$ cat src/include/flash_host_pkg.sv
// Purpose: shared constants for the parallel flash host controller
// Assumes: 200 MHz system clock, 32-bit APB register bus
// Notes: flash command codes, status bit positions, register map, pin timing
package flash_host_pkg;

  // flash command codes
  localparam logic [7:0] CMD_READ_ARRAY = 8'hFF;
  localparam logic [7:0] CMD_READ_ID = 8'h90;
  localparam logic [7:0] CMD_READ_STATUS = 8'h70;
  localparam logic [7:0] CMD_CLEAR_STATUS = 8'h50;
  localparam logic [7:0] CMD_ERASE_SETUP = 8'h20;
  localparam logic [7:0] CMD_CONFIRM = 8'hD0;
  localparam logic [7:0] CMD_PROG_SETUP = 8'h40;
  localparam logic [7:0] CMD_SUSPEND = 8'hB0;

  // operation_status bit positions
  localparam int SR_READY = 7;
  localparam int SR_SUSPEND = 6;
  localparam int SR_ERASE_FAIL = 5;
  localparam int SR_PROG_FAIL = 4;
  localparam int SR_SUPPLY = 3;
  localparam logic [7:0] SR_DEFINED_MASK = 8'hF8;
  localparam logic [7:0] SR_ERROR_MASK = 8'h38;

  // register byte offsets
  localparam logic [11:0] REG_CMD = 12'h000;
  localparam logic [11:0] REG_CONFIG = 12'h004;
  localparam logic [11:0] REG_ADDR = 12'h008;
  localparam logic [11:0] REG_WDATA = 12'h00C;
  localparam logic [11:0] REG_RDATA = 12'h010;
  localparam logic [11:0] REG_STATUS = 12'h014;

  // host operation codes in REG_CMD
  localparam logic [3:0] OP_READ_DATA = 4'h0;
  localparam logic [3:0] OP_READ_ID = 4'h1;
  localparam logic [3:0] OP_READ_STATUS = 4'h2;
  localparam logic [3:0] OP_CLEAR_STATUS = 4'h3;
  localparam logic [3:0] OP_ERASE = 4'h4;
  localparam logic [3:0] OP_PROGRAM = 4'h5;
  localparam logic [3:0] OP_SUSPEND = 4'h6;
  localparam logic [3:0] OP_RESUME = 4'h7;
  localparam logic [3:0] OP_ARRAY_MODE = 4'h8;

  // field positions and reset values
  localparam int CMD_NOWAIT_BIT = 4;
  localparam int CFG_WORD_BIT = 0;
  localparam int CFG_UNLOCK_BIT = 1;
  localparam int CFG_PDOWN_BIT = 2;
  localparam logic [2:0] CFG_RESET = 3'h1;
  localparam int STAT_BUSY_BIT = 8;
  localparam int STAT_SUSP_BIT = 9;
  localparam int STAT_REFUSED_BIT = 10;
  localparam int STAT_ERR_BIT = 11;
  localparam int STAT_MODE_LSB = 12;

  typedef enum logic [1:0] {MODE_ARRAY, MODE_ID, MODE_STATUS} flash_mode_type;

  // pin timing
  localparam int CLK_PERIOD_NS = 5;
  localparam int T_SETUP_NS = 10;
  localparam int T_WRITE_PULSE_NS = 50;
  localparam int T_READ_ACCESS_NS = 90;
  localparam int T_HOLD_NS = 10;
  localparam int T_RECOVER_NS = 20;
  localparam int SYNC_STAGES = 3;
  localparam logic [7:0] SETUP_CYC = 8'((T_SETUP_NS + CLK_PERIOD_NS - 1) / CLK_PERIOD_NS);
  localparam logic [7:0] WRITE_CYC =
    8'((T_WRITE_PULSE_NS + CLK_PERIOD_NS - 1) / CLK_PERIOD_NS);
  localparam logic [7:0] READ_CYC =
    8'((T_READ_ACCESS_NS + CLK_PERIOD_NS - 1) / CLK_PERIOD_NS + SYNC_STAGES + 1);
  localparam logic [7:0] HOLD_CYC = 8'((T_HOLD_NS + CLK_PERIOD_NS - 1) / CLK_PERIOD_NS);
  localparam logic [7:0] RECOVER_CYC = 8'((T_RECOVER_NS + CLK_PERIOD_NS - 1) / CLK_PERIOD_NS);

endpackage

$ cat src/include/flash_cycle_if.sv
// Purpose: one flash bus cycle request between sequencer and pin engine
// Assumes: single clock domain
// Notes: req holds until done pulses
`timescale 1ns/1ps
interface flash_cycle_if;
  logic req;
  logic write;
  logic [19:0] addr;
  logic [15:0] wdata;
  logic word_mode;
  logic done;
  logic [15:0] rdata;

  modport seq (output req, output write, output addr, output wdata, output word_mode,
    input done, input rdata);
  modport eng (input req, input write, input addr, input wdata, input word_mode,
    output done, output rdata);
endinterface

$ cat src/design/flash_pin_cycle.sv
// Purpose: drives one flash read or write cycle on the strobe pins
// Assumes: request held until done
// Notes: read data passes a three-stage synchroniser
`timescale 1ns/1ps
module flash_pin_cycle
  import flash_host_pkg::*;
(
  // clock and reset
  input wire logic i_clk_sys,
  input wire logic i_rstn,
  input wire logic i_clk_en,
  // request
  flash_cycle_if.eng cyc,
  // flash pins
  output logic o_ce_n,
  output logic o_we_n,
  output logic o_oe_n,
  output logic [18:0] o_addr,
  output logic [15:0] o_dq,
  output logic [15:0] o_dq_oe,
  input wire logic [15:0] i_dq
);

  typedef enum {E_IDLE, E_SETUP, E_STROBE, E_HOLD, E_RECOVER} eng_state_type;

  eng_state_type state, next_state;
  logic [7:0] cnt, next_cnt;
  logic ce_n, next_ce_n, we_n, next_we_n, oe_n, next_oe_n;
  logic [18:0] addr, next_addr;
  logic [15:0] dq, next_dq, dq_oe, next_dq_oe, rdata, next_rdata;
  logic done, next_done;
  logic [15:0] dq_s1, dq_s2, dq_s3, dq_stable, next_dq_stable;

  ////////////////////////////////////////////////////////////////////////
  always_comb begin
    next_state = state;
    next_cnt = cnt;
    next_ce_n = ce_n;
    next_we_n = we_n;
    next_oe_n = oe_n;
    next_addr = addr;
    next_dq = dq;
    next_dq_oe = dq_oe;
    next_rdata = rdata;
    next_done = 1'b0;
    // a bit counts only once the later two stages agree
    next_dq_stable = (dq_s2 & dq_s3) | (dq_stable & (dq_s2 | dq_s3));
    case (state)
      E_IDLE: begin
        if (cyc.req && !done) begin
          next_state = E_SETUP;
          next_cnt = SETUP_CYC;
          next_ce_n = 1'b0;
          next_addr = cyc.word_mode ? cyc.addr[18:0] : cyc.addr[19:1];
          if (cyc.word_mode) begin
            next_dq = cyc.wdata;
            next_dq_oe = {16{cyc.write}};
          end else begin
            next_dq = {cyc.addr[0], 7'h00, cyc.wdata[7:0]};
            next_dq_oe = {1'b1, 7'h00, {8{cyc.write}}};
          end
        end
      end
      E_SETUP: begin
        if (cnt <= 8'h01) begin
          next_state = E_STROBE;
          next_cnt = cyc.write ? WRITE_CYC : READ_CYC;
          next_we_n = ~cyc.write;
          next_oe_n = cyc.write;
        end else begin
          next_cnt = cnt - 8'h01;
        end
      end
      E_STROBE: begin
        if (cnt <= 8'h01) begin
          next_state = E_HOLD;
          next_cnt = HOLD_CYC;
          // write-enable rises first, so it is the latching edge
          next_we_n = 1'b1;
          next_oe_n = 1'b1;
          if (!cyc.write) begin
            next_rdata = dq_stable;
          end
        end else begin
          next_cnt = cnt - 8'h01;
        end
      end
      E_HOLD: begin
        if (cnt <= 8'h01) begin
          next_state = E_RECOVER;
          next_cnt = RECOVER_CYC;
          next_ce_n = 1'b1;
          next_dq_oe = 16'h0000;
        end else begin
          next_cnt = cnt - 8'h01;
        end
      end
      E_RECOVER: begin
        if (cnt <= 8'h01) begin
          next_state = E_IDLE;
          next_done = 1'b1;
        end else begin
          next_cnt = cnt - 8'h01;
        end
      end
      default: next_state = E_IDLE;
    endcase
  end

  ////////////////////////////////////////////////////////////////////////
  always_ff @(posedge i_clk_sys or negedge i_rstn) begin
    if (!i_rstn) begin
      state <= E_IDLE;
      cnt <= 8'h00;
      ce_n <= 1'b1;
      we_n <= 1'b1;
      oe_n <= 1'b1;
      addr <= 19'h00000;
      dq <= 16'h0000;
      dq_oe <= 16'h0000;
      rdata <= 16'h0000;
      done <= 1'b0;
      dq_s1 <= 16'h0000;
      dq_s2 <= 16'h0000;
      dq_s3 <= 16'h0000;
      dq_stable <= 16'h0000;
    end else if (i_clk_en) begin
      state <= next_state;
      cnt <= next_cnt;
      ce_n <= next_ce_n;
      we_n <= next_we_n;
      oe_n <= next_oe_n;
      addr <= next_addr;
      dq <= next_dq;
      dq_oe <= next_dq_oe;
      rdata <= next_rdata;
      done <= next_done;
      dq_s1 <= i_dq;
      dq_s2 <= dq_s1;
      dq_s3 <= dq_s2;
      dq_stable <= next_dq_stable;
    end
  end

  assign o_ce_n = ce_n;
  assign o_we_n = we_n;
  assign o_oe_n = oe_n;
  assign o_addr = addr;
  assign o_dq = dq;
  assign o_dq_oe = dq_oe;
  assign cyc.done = done;
  assign cyc.rdata = rdata;

endmodule

$ cat src/design/flash_host_ctrl.sv
// Purpose: APB-controlled host sequencer for an asynchronous parallel flash
// Assumes: flash command set with two-cycle program and erase, 200 MHz clock
// Notes: one APB wait state per access; operations run one at a time
//
// Contract
// - program cycle: output enable high, chip and write enable low, supply on.
// - boot block program needs write protect high or unlock voltage on reset.
// - program setup command goes in the cycle right before each program.
// - read array command needed after other commands, not after reset.
// - erase needs setup then confirm; no confirm means no erase.
// - never issue reserved or undefined command codes.
// - command cycle strobes; command on low eight pins only.
//
// The APB register port and the placing of the registers were left to the implementer.
`timescale 1ns/1ps
module flash_host_ctrl
  import flash_host_pkg::*;
(
  // clock and reset
  input wire logic i_clk_sys,
  input wire logic i_rstn,
  input wire logic i_clk_en,
  // apb slave
  input wire logic i_psel,
  input wire logic i_penable,
  input wire logic i_pwrite,
  input wire logic [11:0] i_paddr,
  input wire logic [31:0] i_pwdata,
  output logic [31:0] o_prdata,
  output logic o_pready,
  output logic o_pslverr,
  // flash pins
  output logic o_flash_ce_n,
  output logic o_flash_we_n,
  output logic o_flash_oe_n,
  output logic [18:0] o_flash_addr,
  output logic [15:0] o_flash_dq,
  output logic [15:0] o_flash_dq_oe,
  input wire logic [15:0] i_flash_dq,
  output logic o_width_select_n,
  output logic o_program_supply_en,
  output logic o_write_protect_n,
  output logic o_reset_powerdown_n
);

  typedef enum {S_IDLE, S_CMD1, S_CMD2, S_READ, S_POLL} seq_state_type;

  flash_cycle_if cyc ();

  seq_state_type state, next_state;
  flash_mode_type mode, next_mode;
  logic [3:0] op, next_op;
  logic nowait, next_nowait;
  logic [2:0] cfg, next_cfg;
  logic [19:0] addr, next_addr;
  logic [15:0] wdata, next_wdata, rdata, next_rdata;
  logic [7:0] fstat, next_fstat, cmd1, next_cmd1;
  logic suspended, next_suspended, refused, next_refused, vpp, next_vpp;
  logic req, next_req, req_wr, next_req_wr;
  logic [15:0] req_data, next_req_data;
  logic [31:0] prdata, next_prdata;
  logic pready, next_pready, pslverr, next_pslverr;
  logic access, commit, mapped, accept, legal;
  logic [7:0] rd_status;
  logic [31:0] status_word;

  ////////////////////////////////////////////////////////////////////////
  always_comb begin
    access = i_psel & i_penable;
    commit = access & pready & ~pslverr;
    mapped = (i_paddr == REG_CMD) | (i_paddr == REG_CONFIG) | (i_paddr == REG_ADDR) |
             (i_paddr == REG_WDATA) | (i_paddr == REG_RDATA) | (i_paddr == REG_STATUS);
    rd_status = cyc.rdata[7:0] & SR_DEFINED_MASK;
    status_word = 32'h00000000;
    status_word[7:0] = fstat;
    status_word[STAT_BUSY_BIT] = (state != S_IDLE);
    status_word[STAT_SUSP_BIT] = suspended;
    status_word[STAT_REFUSED_BIT] = refused;
    status_word[STAT_ERR_BIT] = |(fstat & SR_ERROR_MASK);
    status_word[STAT_MODE_LSB +: 2] = mode;
    next_state = state;
    next_mode = mode;
    next_op = op;
    next_nowait = nowait;
    next_cfg = cfg;
    next_addr = addr;
    next_wdata = wdata;
    next_rdata = rdata;
    next_fstat = fstat;
    next_cmd1 = cmd1;
    next_suspended = suspended;
    next_refused = refused;
    next_vpp = vpp;
    next_req = req;
    next_req_wr = req_wr;
    next_req_data = req_data;
    next_prdata = prdata;
    next_pslverr = pslverr;
    // one wait state, so every answer comes from a flip-flop
    next_pready = access & ~pready;
    if (access && !pready) begin
      next_pslverr = ~mapped;
      case (i_paddr)
        REG_CMD: next_prdata = {27'h0000000, nowait, op};
        REG_CONFIG: next_prdata = {29'h00000000, cfg};
        REG_ADDR: next_prdata = {12'h000, addr};
        REG_WDATA: next_prdata = {16'h0000, wdata};
        REG_RDATA: next_prdata = {16'h0000, rdata};
        REG_STATUS: next_prdata = status_word;
        default: next_prdata = 32'h00000000;
      endcase
    end
    if (commit && i_pwrite) begin
      if (i_paddr == REG_CONFIG) next_cfg = i_pwdata[2:0];
      if (i_paddr == REG_ADDR) next_addr = i_pwdata[19:0];
      if (i_paddr == REG_WDATA) next_wdata = i_pwdata[15:0];
      if (i_paddr == REG_STATUS && i_pwdata[STAT_REFUSED_BIT]) next_refused = 1'b0;
    end
    // only defined operations map to defined command codes
    legal = (i_pwdata[3:0] <= OP_ARRAY_MODE);
    if (suspended && !(i_pwdata[3:0] == OP_READ_DATA || i_pwdata[3:0] == OP_READ_STATUS ||
        i_pwdata[3:0] == OP_RESUME || i_pwdata[3:0] == OP_ARRAY_MODE)) begin
      legal = 1'b0;
    end
    if ((i_pwdata[3:0] == OP_ERASE || i_pwdata[3:0] == OP_PROGRAM) && fstat[SR_SUPPLY]) begin
      legal = 1'b0;
    end
    if (i_pwdata[3:0] == OP_RESUME && !suspended) legal = 1'b0;
    accept = commit & i_pwrite & (i_paddr == REG_CMD);
    if (accept && (state != S_IDLE || !legal)) begin
      // busy flash ignores commands, so a late order is refused here
      next_refused = 1'b1;
    end else if (accept) begin
      next_op = i_pwdata[3:0];
      next_nowait = i_pwdata[CMD_NOWAIT_BIT];
      next_state = S_CMD1;
      case (i_pwdata[3:0])
        OP_READ_DATA: begin
          next_cmd1 = CMD_READ_ARRAY;
          if (mode == MODE_ARRAY) next_state = S_READ;
        end
        OP_READ_ID: next_cmd1 = CMD_READ_ID;
        OP_READ_STATUS: next_cmd1 = CMD_READ_STATUS;
        OP_CLEAR_STATUS: next_cmd1 = CMD_CLEAR_STATUS;
        OP_ERASE: next_cmd1 = CMD_ERASE_SETUP;
        OP_PROGRAM: next_cmd1 = CMD_PROG_SETUP;
        OP_SUSPEND: next_cmd1 = CMD_SUSPEND;
        OP_RESUME: next_cmd1 = CMD_CONFIRM;
        default: next_cmd1 = CMD_READ_ARRAY;
      endcase
      if (i_pwdata[3:0] == OP_ERASE || i_pwdata[3:0] == OP_PROGRAM ||
          i_pwdata[3:0] == OP_RESUME) begin
        next_vpp = 1'b1;
      end
    end
    // request issue and completion for the pin engine
    if (state != S_IDLE && !req && !cyc.done) begin
      next_req = 1'b1;
      next_req_wr = (state == S_CMD1) || (state == S_CMD2);
      if (state == S_CMD2) begin
        // program data can only pull bits low; erase is the only way back up
        next_req_data = (op == OP_PROGRAM) ? wdata : {8'h00, CMD_CONFIRM};
      end else begin
        next_req_data = {8'h00, cmd1};
      end
    end
    if (cyc.done) begin
      next_req = 1'b0;
      case (state)
        S_CMD1: begin
          case (cmd1)
            CMD_READ_ARRAY: next_mode = MODE_ARRAY;
            CMD_READ_ID: next_mode = MODE_ID;
            default: next_mode = MODE_STATUS;
          endcase
          if (cmd1 == CMD_CLEAR_STATUS) begin
            next_fstat = fstat & ~SR_ERROR_MASK;
          end
          if (op == OP_RESUME) next_suspended = 1'b0;
          case (op)
            OP_ERASE, OP_PROGRAM: next_state = S_CMD2;
            OP_READ_DATA, OP_READ_ID, OP_READ_STATUS: next_state = S_READ;
            OP_SUSPEND: next_state = S_POLL;
            OP_RESUME: next_state = nowait ? S_IDLE : S_POLL;
            default: next_state = S_IDLE;
          endcase
        end
        S_CMD2: begin
          next_mode = MODE_STATUS;
          next_state = nowait ? S_IDLE : S_POLL;
        end
        S_READ: begin
          next_rdata = cyc.rdata;
          next_state = S_IDLE;
          if (op == OP_READ_STATUS) begin
            next_fstat = rd_status;
            if (rd_status[SR_READY]) next_vpp = 1'b0;
            next_suspended = rd_status[SR_SUSPEND];
          end
        end
        S_POLL: begin
          // each poll is a fresh strobe, so the flash shows current status
          next_fstat = rd_status;
          next_rdata = cyc.rdata;
          next_suspended = rd_status[SR_SUSPEND];
          if (rd_status[SR_READY]) begin
            next_state = S_IDLE;
            next_vpp = 1'b0;
          end
        end
        default: next_state = S_IDLE;
      endcase
    end
  end

  ////////////////////////////////////////////////////////////////////////
  always_ff @(posedge i_clk_sys or negedge i_rstn) begin
    if (!i_rstn) begin
      state <= S_IDLE;
      mode <= MODE_ARRAY;
      op <= OP_READ_DATA;
      nowait <= 1'b0;
      cfg <= CFG_RESET;
      addr <= 20'h00000;
      wdata <= 16'h0000;
      rdata <= 16'h0000;
      fstat <= 8'h00;
      cmd1 <= CMD_READ_ARRAY;
      suspended <= 1'b0;
      refused <= 1'b0;
      vpp <= 1'b0;
      req <= 1'b0;
      req_wr <= 1'b0;
      req_data <= 16'h0000;
      prdata <= 32'h00000000;
      pready <= 1'b0;
      pslverr <= 1'b0;
    end else if (i_clk_en) begin
      state <= next_state;
      mode <= next_mode;
      op <= next_op;
      nowait <= next_nowait;
      cfg <= next_cfg;
      addr <= next_addr;
      wdata <= next_wdata;
      rdata <= next_rdata;
      fstat <= next_fstat;
      cmd1 <= next_cmd1;
      suspended <= next_suspended;
      refused <= next_refused;
      vpp <= next_vpp;
      req <= next_req;
      req_wr <= next_req_wr;
      req_data <= next_req_data;
      prdata <= next_prdata;
      pready <= next_pready;
      pslverr <= next_pslverr;
    end
  end

  assign cyc.req = req;
  assign cyc.write = req_wr;
  assign cyc.addr = addr;
  assign cyc.wdata = req_data;
  assign cyc.word_mode = cfg[CFG_WORD_BIT];

  flash_pin_cycle u_pin (
    .i_clk_sys(i_clk_sys),
    .i_rstn(i_rstn),
    .i_clk_en(i_clk_en),
    .cyc(cyc),
    .o_ce_n(o_flash_ce_n),
    .o_we_n(o_flash_we_n),
    .o_oe_n(o_flash_oe_n),
    .o_addr(o_flash_addr),
    .o_dq(o_flash_dq),
    .o_dq_oe(o_flash_dq_oe),
    .i_dq(i_flash_dq)
  );

  assign o_prdata = prdata;
  assign o_pready = pready;
  assign o_pslverr = pslverr;
  assign o_width_select_n = cfg[CFG_WORD_BIT];
  assign o_program_supply_en = vpp;
  assign o_write_protect_n = cfg[CFG_UNLOCK_BIT];
  // power-down also wipes the flash error flags
  assign o_reset_powerdown_n = ~cfg[CFG_PDOWN_BIT];

endmodule

$ cat config.mk
export PLATFORM = sky130hd
export DESIGN_NAME = flash_host_ctrl
export DESIGN_NICKNAME = d
export VERILOG_FILES = /design/src/include/flash_host_pkg.sv /design/src/include/flash_cycle_if.sv /design/src/design/flash_pin_cycle.sv /design/src/design/flash_host_ctrl.sv
export SDC_FILE = /design/constraint.sdc
export NUM_CORES = 1
export LEC_CHECK = 0
export ABC_CLOCK_PERIOD_IN_PS = 5750
export BUFFER_PORTS_ARGS = -buffer_cell sky130_fd_sc_hd__buf_2
export CAP_MARGIN = 20
export CORE_MARGIN = 2
export CORE_UTILIZATION = 45
export CTS_BUF_LIST = sky130_fd_sc_hd__clkbuf_4
export CTS_CLUSTER_SIZE = 12
export DETAILED_ROUTE_END_ITERATION = 16
export PLACE_DENSITY = 0.69
export SLEW_MARGIN = 5
export SYNTH_ARGS = -nofsm -noshare
export SYNTH_HDL_FRONTEND = slang
export SYNTH_HIERARCHICAL = 1
export SYNTH_SLANG_ARGS = --single-unit
$ cat constraint.sdc
create_clock -name i_clk_sys -period 5.75 [get_ports i_clk_sys]
set_input_delay 0.2875 -clock i_clk_sys [delete_from_list [all_inputs] [get_ports i_clk_sys]]
set_output_delay 0.2875 -clock i_clk_sys [all_outputs]
set_load 0.05 [all_outputs]
==> metrics.md <==
| Metric | Value |
|---|---|
| Area grow syn2layout | 16.8% |
| Top Family by Delay on Critical Path | simple AND/OR/NAND/NOR gates |
| Critical Path AT | roughly 3.7 ns |
| Data required time of the critical path | ~6.3 ns |
| Vias post-DR | ~9,300 |
| Endpoints failing hold | 0 |
| Clock Sinks | 280 |
| RSZ-0062 raised after global routing | false |
| I/O pin count | between 150 and 200 |
| Met1 global-route usage | 28.7% |
| Top FF cell, synth | dfrtp_1 |
| Netlist cell types | 84 |
| Crit path largest cell delay | roughly 0.71 ns |
| CP startpoint kind | flip-flop |
| Worst Skew | between 0.05 and 0.06 ns |
| Post-CTS Resized | 0 |
| Dpl cells | about 1,600 |
| Clk slew on worst S/H paths | roughly 0.060 ns |
| Wire per inst | 17.2 um |
| Met2 Usage GRT | 31.9% |
| Ys Warns | 6 |
| R2R cell count | 5 |
| Sequential share of power | 47.2% |
| Max-cap violations | 0 |
| Leak | 7.01 nW |
| Post-Synthesis Cell Area | about 13,000 um^2 |
| Sw Share | about 30% |
| Sequential share of the synthesized area | 55.5% |
| Post-CTS Setup Inserts | 0 |
| Total global-route track usage | approximately 20% |
| Main area contributors after synthesis | dfrtp_1 54%, mux2_2 10%, o21ai_0 4.4%, nand2_1 4.0%, mux2i_1 2.3% |
| Crit end category | flip-flop |
| Final TNS setup | 0 ns |
| Num CTS Buffers | 74 |
| Htree depth | 3 |
| Root Buffer | clkbuf_4 |
| Cell taking the most area after synthesis | dfrtp_1 |
| Depth of the worst hold-timing path | 3 |
| Status | finished, final reports clean |
| Power per Cell Area | about 330 nW/um^2 |
| Internal power | 3.44 mW |
| Final wirelength | 29,600 um |
| Finished Cell Area | 14,800 um^2 |
| Initial Util | between 40% and 50% |
| Fin crit share | a little under three fifths |
| Largest net degree at the start of global routing | around 150 |
| WP buf/inv | 0 |
| Core area | about 28,000 um^2 |
| Max-slew headroom | 31.7% |
| Cell depth of the worst setup path | 5 |
| CP cell instances | or4_4 > nor3_2 > and4_1 > nand4_1 > mux2_1 |
| Combinational share of power | 15.4% |
| GRT busiest layer | met2 |
| Clock power frac | between 30% and 40% |
| GR Overflow Total | 0 |
| Residual DRC count | 0 |
| CTS Hold Bufs | 36 |
| First-pass GRT wire length | approximately 48,000 um |
| CTS max path bufs | 3 |
| Initial antenna violation count | 1 |
| Detailed Place HPWL | between 15,000 and 20,000 um |
| Critical-path top delay cell | nand4_1 |
| Final cell count without fillers | roughly 1,700 |
| Port Buffers | 133 |
| CTS tree | yes |
| Slew Limit Fails | 0 |
| Synth Register Bits | 280 |
| Layout net count | between 1,000 and 1,500 |
| Maximum clock rate | around 320 MHz |
| Post-synth top area share | a little over half |
| Detailed Route Iter0 Violations | about 670 |
| Vias per inst | 5.38 |
| Final setup viols | 0 |
| Syn_area_per_cell | ~11 um^2 |
| CP Max Fanout | 16 |
| Die footprint | 29,500 um^2 |
| Period minus WS final | roughly 3.2 ns |
| Switch Pwr | ~1.4 mW |
| Hold Path Class | primary input to flip-flop |
| Mapped Cells | between 1,000 and 1,500 |
| Row count | between 60 and 70 |
| Pin slew with the least headroom to its limit | ~1.0 ns |
| Crit Path Class | flip-flop to flip-flop |
| Drt pass-1 iters | 7 |
| Die Ht | 172 um |
| Max IR drop VDD | 0.210 mV |
| Final GP Congestion | 0.868 |
| Layout cells sized above 1 | 30.2% |
| Synth async-reset ratio | 100% |
| DP Area | ~13,000 um^2 |
| Die Wd | roughly 170 um |
| Clk_lat worst skew | just under 0.7 ns |
| EDFF count, synth | 0 |
| Vias in the first global route | just over 9,000 |
| Routed Antenna Nets | 0 |
| M3 GR Usage | 3.77% |
-- state kept, by name, summed over array words and instances (netlist names), 8 cells and up --
signal,cells
addr,20
cyc.wdata,16
o_prdata,20
rdata,16
state,32
u_pin/cnt,8
u_pin/cyc.rdata,16
u_pin/dq_s1,16
u_pin/dq_s2,16
u_pin/dq_s3,16
u_pin/dq_stable,16
u_pin/o_addr,19
u_pin/o_dq,16
wdata,16
-- worst reg2reg max path: stages, from the launching register on --
cell and delay, ns:
dfrtp_1 0.37, or4_4 0.58, nor3_2 0.18, and4_1 0.67, nand4_1 0.72, mux2_1 0.54
-- cell families after synthesis --
family,Yosys count,share of synthesized area (%)
and+or+nand+nor,325,13.9
DFF,280,55.5
AOI/OAI and AO/OA,240,12.1
muxes,152,13.2
buffers and inverters,128,5.01
adders and majority gates,2,0.198
other,1,0.0296
xor gates and xnor gates,1,0.0692
-- power groups by stage --
stage | clock network (mW) | registers [mW] | logic (mW)
floorplan | 0 | 2.38 | 0.511
global placement | 0 | 2.33 | 0.719
detailed placement | 0 | 2.34 | 0.734
CTS | 1.89 | 2.31 | 0.753
global route | 2.01 | 2.34 | 0.823
finish | 1.83 | 2.31 | 0.751
-- layout by cell type, fill, tap and decap left out, types with 8 or more instances in the layout --
cell and n:
mux2i_1 29, conb_1 12, clkinv_1 9, mux2_2 117
nor2_1 25, a222oi_1 8, a21oi_1 29, dfrtp_1 271
clkbuf_4 111, a31oi_1 10, nand3_1 15, nand2_1 134
dlygate4sd3_1 36, o21ai_0 111, nor3_1 18, a2bb2oi_1 13
nand4_1 10, buf_2 131, and2_1 32, dfstp_2 9
inv_1 34, nor4_1 15
-- synthesized netlist by cell type (all sizes together) (3+ instances only) --
| cell | n |
|---|---|
| dfrtp | 271 |
| nand2 | 134 |
| mux2 | 123 |
| o21ai | 118 |
| buf | 54 |
| clkbuf | 40 |
| and2 | 34 |
| inv | 34 |
| a21oi | 29 |
| mux2i | 29 |
| nor2 | 25 |
| nor3 | 23 |
| nand3 | 17 |
| nor4 | 17 |
| a2bb2oi | 13 |
| a31oi | 11 |
| nand4 | 11 |
| dfstp | 9 |
| a222oi | 8 |
| or3 | 8 |
| and3 | 7 |
| nand2b | 7 |
| nor2b | 7 |
| o31ai | 7 |
| a22o | 6 |
| or2 | 6 |
| a22oi | 5 |
| or4 | 5 |
| a211oi | 4 |
| a32oi | 4 |
| and4 | 4 |
| nand4b | 4 |
| nor4b | 4 |
| a221oi | 3 |
| o2111ai | 3 |
| o22ai | 3 |
-- metal layers --
metal | wire length (um) | part of all wire [%]
met4 | 535 | 1.8
met5 | 0 | 0
met2 | 13700 | 46
met1 | 13500 | 46
met3 | 1880 | 6.3
-- cell type report --
cell class	count	area, um^2
inverter	34	128
antenna	1	2.50
tap	378	473
timing repair buffer	174	1100
multi-input combinational	732	5060
fill	2448	12900
clock buffer	111	833
clock inverter	15	163
sequential	280	7020
-- per-stage QoR --
stage	total power, mW	utilization [%]	hold slack (ns)	setup slack [ns]
floorplan	2.89	-	-0.00809	3.56
global placement	3.05	48.4	0.448	2.60
detailed placement	3.07	48.4	0.452	2.58
CTS	4.95	53.3	0.00159	2.56
global route	5.16	53.3	0.0345	2.35
finish	4.89	53.3	0.0564	2.58
-- worst paths after layout --
kind	start	endpoint	slack, ns
worst min-delay path	i_pwdata[2]	cfg[2]	0.06
worst max register to register	state[4]	op[2]	2.58
min in group asynchronous	i_rstn	u_pin/o_addr[15]	0.26
max in group asynchronous	i_rstn	u_pin/dq_s1[3]	4.10
worst min register to register	u_pin/o_ce_n	u_pin/o_ce_n	0.46
worst max-delay path	state[4]	op[2]	2.58
(Power assumes the default switching activity.)
